**src/rtl/stdp_pkg.sv**
```systemverilog
// Purpose: Shared constants and types for the serial transmit data port
// Assumes: 50 MHz system clock
// Notes:   Data rate is given as one less than the cycle count per oversample tick
package stdp_pkg;

  // ==========================================================
  // Packet format and pin select encodings
  localparam logic [1:0] STDP_FMT_NORMAL = 2'h0;
  localparam logic [1:0] STDP_FMT_SYNC   = 2'h1;
  localparam logic [1:0] STDP_FMT_ASYNC  = 2'h3;

  localparam logic [5:0] STDP_SEL_SERIAL_DATA = 6'h0C;
  localparam logic [5:0] STDP_SEL_SERIAL_CLK  = 6'h0B;
  localparam logic [5:0] STDP_SEL_HIGH_Z      = 6'h2E;

  // ==========================================================
  // Counts
  localparam int unsigned STDP_OVERSAMPLE     = 8;
  localparam int unsigned STDP_SYNC_LATENCY   = 8;
  localparam logic [15:0] STDP_RATE_DIV_RESET = 16'h0019;

  // ==========================================================
  // Types
  typedef struct packed {
    logic [1:0] packet_format_select;
    logic [5:0] pin_a_signal_select;
    logic [5:0] pin_b_signal_select;
    logic [5:0] pin_c_signal_select;
    logic [15:0] rate_div;
  } stdp_cfg_t;

  typedef struct packed {
    logic a;
    logic b;
    logic c;
  } stdp_pins_t;

endpackage

```
**src/rtl/stdp_serial_tx_data_port.sv**
```systemverilog
// Purpose: Raw serial transmit data input path (async and sync modes)
// Assumes: Pin and chip select inputs are asynchronous to clk_in
// Notes:   Output bit tx_bit_out feeds the modulator
`timescale 1ns/100ps
`default_nettype none

// Function
// - Format value 3 selects asynchronous mode
// - Async mode bypasses packet handling and Manchester
// - Transmit strobe makes pin A data input
// - Async output routed per pin select
// - Async input sampled at eight times rate
// - Format value 1 selects synchronous mode
// - Device drives bit clock; host data follows
// - Pin A becomes input while transmitting
// - Sync input to output latency eight bits
// - Pin B output valid only when deselected
module stdp_serial_tx_data_port
  import stdp_pkg::*;
(
  // Clock and reset
  input  wire logic       clk_in,
  input  wire logic       rst_n_in,
  // Configuration
  input  wire stdp_cfg_t  cfg_in,
  // Control from the radio controller
  input  wire logic       transmit_strobe_in,
  input  wire logic       tx_stop_in,
  input  wire logic       chip_select_low_n_in,
  // Pin A input side
  input  wire logic       pin_a_in,
  // Pin drive
  output logic            pin_a_out,
  output logic            pin_a_oe_out,
  output logic            pin_b_out,
  output logic            pin_b_oe_out,
  output logic            pin_c_out,
  output logic            pin_c_oe_out,
  // Modulator side
  output logic            tx_active_out,
  output logic            tx_bit_out,
  output logic            tx_bit_valid_out,
  output logic            packet_bypass_out
);

  // ==========================================================
  // Mode decode
  logic mode_async;
  logic mode_sync;
  assign mode_async = (cfg_in.packet_format_select == STDP_FMT_ASYNC);
  assign mode_sync  = (cfg_in.packet_format_select == STDP_FMT_SYNC);

  function automatic logic pin_route(input logic [5:0] sel, input logic data,
                                     input logic clk);
    case (sel)
      STDP_SEL_SERIAL_DATA: pin_route = data;
      STDP_SEL_SERIAL_CLK:  pin_route = clk;
      default:              pin_route = 1'b0;
    endcase
  endfunction

  // ==========================================================
  // Input synchronisers
  logic a_meta_q;
  logic a_sync_q;
  // Chip select idles high, deselected
  logic cs_meta_q;
  logic cs_sync_q;
  always_ff @(posedge clk_in) begin
    if (!rst_n_in) begin
      a_meta_q  <= 1'b0;
      a_sync_q  <= 1'b0;
      cs_meta_q <= 1'b1;
      cs_sync_q <= 1'b1;
    end else begin
      a_meta_q  <= pin_a_in;
      a_sync_q  <= a_meta_q;
      cs_meta_q <= chip_select_low_n_in;
      cs_sync_q <= cs_meta_q;
    end
  end

  // ==========================================================
  // Transmit state
  typedef enum logic [0:0] {STDP_IDLE, STDP_TX} stdp_state_t;
  stdp_state_t state_q;
  // Output copy of the state, kept in step with it
  logic        tx_active_q;
  always_ff @(posedge clk_in) begin
    if (!rst_n_in) begin
      state_q     <= STDP_IDLE;
      tx_active_q <= 1'b0;
    end else begin
      case (state_q)
        STDP_IDLE: begin
          if (transmit_strobe_in && (mode_async || mode_sync)) begin
            state_q     <= STDP_TX;
            tx_active_q <= 1'b1;
          end
        end
        STDP_TX: begin
          if (tx_stop_in || !(mode_async || mode_sync)) begin
            state_q     <= STDP_IDLE;
            tx_active_q <= 1'b0;
          end
        end
        default: begin
          state_q     <= STDP_IDLE;
          tx_active_q <= 1'b0;
        end
      endcase
    end
  end
  logic active;
  assign active = (state_q == STDP_TX);

  // ==========================================================
  // Oversample tick divider, eight ticks per bit
  logic [15:0] div_q;
  logic [2:0]  phase_q;
  logic        tick;
  assign tick = active && (div_q == 16'h0000);
  always_ff @(posedge clk_in) begin
    if (!rst_n_in || !active) begin
      div_q   <= STDP_RATE_DIV_RESET;
      phase_q <= 3'h0;
    end else if (tick) begin
      div_q   <= cfg_in.rate_div;
      phase_q <= phase_q + 3'h1;
    end else begin
      div_q <= div_q - 16'h0001;
    end
  end

  // ==========================================================
  // Bit clock and data capture
  logic       bit_clk_q;
  logic [7:0] delay_q;
  logic       async_bit_q;
  logic       bit_q;
  logic       bit_valid_q;
  always_ff @(posedge clk_in) begin
    if (!rst_n_in || !active) begin
      bit_clk_q   <= 1'b0;
      delay_q     <= 8'h00;
      async_bit_q <= 1'b0;
      bit_q       <= 1'b0;
      bit_valid_q <= 1'b0;
    end else begin
      bit_valid_q <= 1'b0;
      if (tick) begin
        if (mode_async) begin
          async_bit_q <= a_sync_q;
          bit_q       <= a_sync_q;
          bit_valid_q <= 1'b1;
        end else begin
          // Clock high for phases 0 to 3, data taken at 3
          bit_clk_q <= (phase_q < 3'h4);
          if (phase_q == 3'h3) begin
            delay_q     <= {delay_q[6:0], a_sync_q};
            bit_q       <= delay_q[STDP_SYNC_LATENCY-1];
            bit_valid_q <= 1'b1;
          end
        end
      end
    end
  end

  // ==========================================================
  // Pin drive registers
  logic a_q;
  logic a_oe_q;
  logic b_q;
  logic b_oe_q;
  logic c_q;
  logic c_oe_q;
  logic data_src;
  logic clk_src;
  assign data_src = mode_async ? async_bit_q : 1'b0;
  assign clk_src  = mode_sync ? bit_clk_q : 1'b0;
  always_ff @(posedge clk_in) begin
    if (!rst_n_in) begin
      a_q    <= 1'b0;
      a_oe_q <= 1'b0;
      b_q    <= 1'b0;
      b_oe_q <= 1'b0;
      c_q    <= 1'b0;
      c_oe_q <= 1'b0;
    end else begin
      a_q    <= pin_route(cfg_in.pin_a_signal_select, data_src, clk_src);
      // Pin A held as input one cycle behind the transmit state, so still driven in its first cycle
      a_oe_q <= !active && (cfg_in.pin_a_signal_select != STDP_SEL_HIGH_Z);
      b_q    <= pin_route(cfg_in.pin_b_signal_select, data_src, clk_src);
      b_oe_q <= cs_sync_q && (cfg_in.pin_b_signal_select != STDP_SEL_HIGH_Z);
      c_q    <= pin_route(cfg_in.pin_c_signal_select, data_src, clk_src);
      c_oe_q <= (cfg_in.pin_c_signal_select != STDP_SEL_HIGH_Z);
    end
  end

  logic bypass_q;
  always_ff @(posedge clk_in) begin
    if (!rst_n_in) begin
      bypass_q <= 1'b0;
    end else begin
      bypass_q <= mode_async || mode_sync;
    end
  end

  assign pin_a_out        = a_q;
  assign pin_a_oe_out     = a_oe_q;
  assign pin_b_out        = b_q;
  assign pin_b_oe_out     = b_oe_q;
  assign pin_c_out        = c_q;
  assign pin_c_oe_out     = c_oe_q;
  assign tx_active_out    = tx_active_q;
  assign tx_bit_out       = bit_q;
  assign tx_bit_valid_out = bit_valid_q;
  assign packet_bypass_out = bypass_q;

endmodule

`default_nettype wire

```
**config.mk**
```make
export PLATFORM = sky130hd
export DESIGN_NAME = stdp_serial_tx_data_port
export DESIGN_NICKNAME = d
export VERILOG_FILES = /design/src/rtl/stdp_pkg.sv /design/src/rtl/stdp_serial_tx_data_port.sv
export SDC_FILE = /design/constraint.sdc
export NUM_CORES = 1
export LEC_CHECK = 0
export ABC_CLOCK_PERIOD_IN_PS = 3400
export BUFFER_PORTS_ARGS = -buffer_cell sky130_fd_sc_hd__buf_2
export CORE_ASPECT_RATIO = 1.5
export CORE_MARGIN = 2
export CORE_UTILIZATION = 40
export CTS_BUF_LIST = sky130_fd_sc_hd__clkbuf_4 sky130_fd_sc_hd__clkbuf_8
export DETAILED_ROUTE_END_ITERATION = 10
export GPL_TIMING_DRIVEN = 0
export PLACE_DENSITY = 0.7
export SYNTH_ARGS = -nofsm -noshare
export SYNTH_HDL_FRONTEND = slang
export SYNTH_SLANG_ARGS = --single-unit
```
**constraint.sdc**
```tcl
create_clock -name clk_in -period 3.4 [get_ports clk_in]
set_input_delay 1.02 -clock clk_in [delete_from_list [all_inputs] [get_ports clk_in]]
set_output_delay 1.02 -clock clk_in [all_outputs]
set_load 0.01 [all_outputs]
```
==> Flow_metrics.wiki <==
{| class="wikitable"
! Metric !! Value
|-
| Result of the run || finished, final reports clean
|-
| Setup WS pre-CTS || 1.21 ns
|-
| P per Cell Area || 405 mW/mm^2
|-
| Endpoint required time on the critical path || 3.58 ns
|-
| Slew at the pin closest to its max-slew limit || 0.556 ns
|-
| Total wirelength of the detailed-routed design || 4550 microns
|-
| Crit-path leading delay family || simple AND/OR/NAND/NOR gates
|-
| DRC errors left || 0
|-
| Grt ovf || 0
|-
| Leak pwr || 0.920 nW
|-
| Post-Route Utilization || 50.1%
|-
| Adder-cell share of the synthesized area || 2.43%
|-
| Violation count after the first detailed-routing iteration || 54
|-
| Root Buffer || sky130_fd_sc_hd__clkbuf_8
|-
| Overall die width || 62.6 microns
|-
| Mean post-synth cell area || 9.28 sq um
|-
| Max-cap violation count || 0
|-
| Core region area || 0.00504 sq mm
|-
| Skew final || 0.00458 ns
|-
| Port buffer count || 51
|-
| Compound-gate portion of the synthesized area || 15.7%
|-
| Post-CTS repair timing setup buffer count || 0
|-
| Number of buffers inserted for hold repair after clock tree synthesis || 0
|-
| Synth top cells by count || sky130_fd_sc_hd__dfxtp_1 (44), sky130_fd_sc_hd__nand2_1 (22), sky130_fd_sc_hd__nor3_1 (16)
|-
| Critical path launch point type || flop
|-
| Yosys reg bits || 44
|-
| Main area contributors after synthesis || sky130_fd_sc_hd__dfxtp_1 (43%), sky130_fd_sc_hd__nand2_1 (4.0%), sky130_fd_sc_hd__mux2i_1 (3.9%)
|-
| Global routing usage summed across all routing layers || 17.0%
|-
| Count of antenna diodes in the layout || 0
|-
| Global-route wire length before repair || 7940 microns
|-
| Worst stage delay on the critical path || 0.58 ns
|-
| Worst hold slack after final layout || 0.417 ns
|-
| Vias in the first global route || 1,868
|-
| Clock Latency Late Sink || 0.30 ns
|-
| Total clock buffers created by CTS || 5
|-
| Final critical-path setup slack || 1.32 ns
|-
| Post-CTS Resized || 0
|-
| RSZ-0062 raised after global routing || false
|-
| Overall die area || 0.00575 sq mm
|-
| Routability Congestion || 0.767
|-
| Clock tree from TritonCTS || built
|-
| Hold Vio Cnt, Final || 0
|-
| Most frequent cell after synthesis || sky130_fd_sc_hd__dfxtp_1
|-
| Fraction of synthesized cell area in xor and xnor cells || 5.10%
|-
| Upper clock frequency limit || 480 MHz
|-
| Arrival time at the worst endpoint || 2.26 ns
|-
| Critical path cell sequence || nor4_4 > nand4_4 > clkbuf_1 > o311ai_1 > o41ai_1
|-
| Final clock period utilization by the worst path || 61.3%
|-
| Multiplexer share of the synthesized area || 3.89%
|-
| Ports placed on the boundary || 52
|-
| Routed vias || 1,832
|-
| Portion of the post-synthesis area used by sequential elements || 42.7%
|-
| Hold Path Class || reg -> reg
|-
| Worst-case clock buffer depth || 2
|-
| Cell Area, Synth || 0.00206 sq mm
|-
| Share of layout cells above drive strength 1 || 24.2%
|-
| Combinational family with the most area after synthesis || simple AND/OR/NAND/NOR gates
|-
| Worst setup path class || reg -> reg
|-
| Synthesized instance count || 222
|-
| Clock Sinks || 44
|-
| CTS clk-pin slew, worst paths || 0.08 ns
|-
| Height of the chip || 91.9 microns
|-
| Via-per-instance ratio || 5.25
|-
| Post-Syn Nets || 268
|-
| Number of antenna violations at the first check in global routing || 0
|-
| Warnings, synthesis || 0
|-
| Post-route ant nets || 0
|-
| Starting density of the core || 40.8%
|-
| Largest net degree at the start of global routing || 14
|-
| # nets final || 326
|-
| Setup-violating endpoint count in the final report || 0
|-
| Highest ir drop seen on vdd || 0.186 mV
|-
| Post-DR wirelength/cell || 13.0 microns
|-
| Final min period || 2.08 ns
|-
| Cell row count || 32
|-
| Max transition margin || 62.6%
|-
| Highest-delay cell along the critical path || sky130_fd_sc_hd__nor4_4
|-
| Final-layout setup total negative slack || 0 ns
|-
| Total buffers and inverters traversed by the critical path || 1
|-
| Async set or reset register ratio after synthesis || 0%
|-
| First-pass detailed-route iteration total || 4
|-
| Number of enable flip-flop cells after synthesis || 0
|-
| Max-slew violations || 0
|-
| Htree depth || 2
|-
| Endpoint class of the critical path || flop
|-
| Area Growth Syn to Fin || 22.6%
|-
| Primary FF master, synth || sky130_fd_sc_hd__dfxtp_1
|-
| Worst R2R Setup Slack || 1.32 ns
|-
| Number of distinct standard cells referenced by the synthesized netlist || 46
|-
| Cell type with the largest total area after synthesis || sky130_fd_sc_hd__dfxtp_1
|-
| Fraction of the mapped netlist area in simple logic gates || 26.7%
|-
| Critical-path maximum fanout || 10
|-
| Area share of the largest cell type after synthesis || 42.7%
|-
| Detailed placement HPWL || 3490 microns
|}
[cell usage in the layout (no fill, tap or decap), types with 2 or more instances in the layout]
| cell | Yosys | routed |
|---|---|---|
| sky130_fd_sc_hd__dfxtp_1 | 44 | 44 |
| sky130_fd_sc_hd__mux2i_1 | 8 | 8 |
| sky130_fd_sc_hd__nand2b_1 | 6 | 6 |
| sky130_fd_sc_hd__nand3b_1 | 3 | 3 |
| sky130_fd_sc_hd__nor3b_1 | 4 | 4 |
| sky130_fd_sc_hd__and2_1 | 6 | 6 |
| sky130_fd_sc_hd__o32a_1 | 2 | 2 |
| sky130_fd_sc_hd__a311oi_1 | 2 | 2 |
| sky130_fd_sc_hd__inv_1 | 5 | 5 |
| sky130_fd_sc_hd__a21oi_1 | 12 | 12 |
| sky130_fd_sc_hd__or4_1 | 3 | 3 |
| sky130_fd_sc_hd__o31ai_1 | 7 | 7 |
| sky130_fd_sc_hd__nor2_1 | 8 | 8 |
| sky130_fd_sc_hd__nor4b_1 | 2 | 2 |
| sky130_fd_sc_hd__xnor2_1 | 4 | 4 |
| sky130_fd_sc_hd__xor2_1 | 8 | 8 |
| sky130_fd_sc_hd__ha_1 | 4 | 4 |
| sky130_fd_sc_hd__clkbuf_1 | 9 | 9 |
| sky130_fd_sc_hd__nand2_1 | 22 | 22 |
| sky130_fd_sc_hd__a211oi_1 | 6 | 6 |
| sky130_fd_sc_hd__clkbuf_8 | 0 | 7 |
| sky130_fd_sc_hd__o41ai_1 | 2 | 2 |
| sky130_fd_sc_hd__nand3_1 | 6 | 6 |
| sky130_fd_sc_hd__o311ai_1 | 2 | 2 |
| sky130_fd_sc_hd__nor2b_1 | 3 | 3 |
| sky130_fd_sc_hd__or3_1 | 3 | 3 |
| sky130_fd_sc_hd__buf_2 | 0 | 51 |
| sky130_fd_sc_hd__o21ai_0 | 6 | 6 |
| sky130_fd_sc_hd__nor3_1 | 16 | 16 |
[path summary, 6_finish.rpt]
kind / depth (start not counted) / endpoint / start
min: 1 / cs_sync_q / cs_meta_q
max reg2reg: 5 / bit_clk_q / div_q[2]
max: 5 / bit_clk_q / div_q[2]
min reg2reg: 1 / cs_sync_q / cs_meta_q
[area by class of cell]
| type | count | area (sq um) |
|---|---|---|
| fillers | 528 | 2520 |
| multi-input cells | 162 | 1110 |
| flip-flops and latches | 44 | 881 |
| repair buffers | 51 | 255 |
| clock buffers | 7 | 96.3 |
| well taps | 68 | 85.1 |
| plain buffers | 11 | 52.6 |
| clock inverters | 1 | 30.0 |
| inverters | 5 | 18.8 |
[routing by layer]
layer	GRT usage (%)	part of all wire, %
met1	18.3	41
met2	31.7	51
met4	5.93	1.4
met3	4.42	6.2
met5	0	0
[logic make-up after synthesis]
group	count (synthesis)
AND/OR/NAND/NOR	92
AO/OA/AOI/OAI	46
flip-flops	44
buffers and inverters	16
XOR/XNOR	12
multiplexers	8
adder cells (fa/ha/maj)	4
[registers in the layout (all words and copies together), names as in the netlist]
name	flops
tx_bit_valid_out	1
active	1
async_bit_q	1
a_sync_q	1
phase_q	3
tx_active_out	1
pin_c_out	1
tx_bit_out	1
pin_a_out	1
div_q	16
delay_q	8
bit_clk_q	1
pin_b_out	1
cs_sync_q	1
pin_b_oe_out	1
packet_bypass_out	1
cs_meta_q	1
pin_c_oe_out	1
a_meta_q	1
pin_a_oe_out	1
[report_power, final]
group / switching (mW) / internal, mW / total [mW] / leakage [nW]
sequential: 0.00388 / 0.522 / 0.526 / 0.357
combinational: 0.0297 / 0.0322 / 0.0620 / 0.498
clock: 0.177 / 0.259 / 0.436 / 0.0645
total: 0.211 / 0.813 / 1.02 / 0.920
[stage by stage]
| step | cell area [sq um] | power [mW] | instances |
|---|---|---|---|
| after floorplan | 2060 | 0.564 | 222 |
| final | 2530 | 1.02 | 349 |
| after CTS | 2530 | 1.03 | 349 |
| after global placement | 2400 | 0.599 | 341 |
| after global routing | 2530 | 1.07 | 349 |
| after detailed placement | 2400 | 0.600 | 341 |
(Power assumes the default switching activity.)
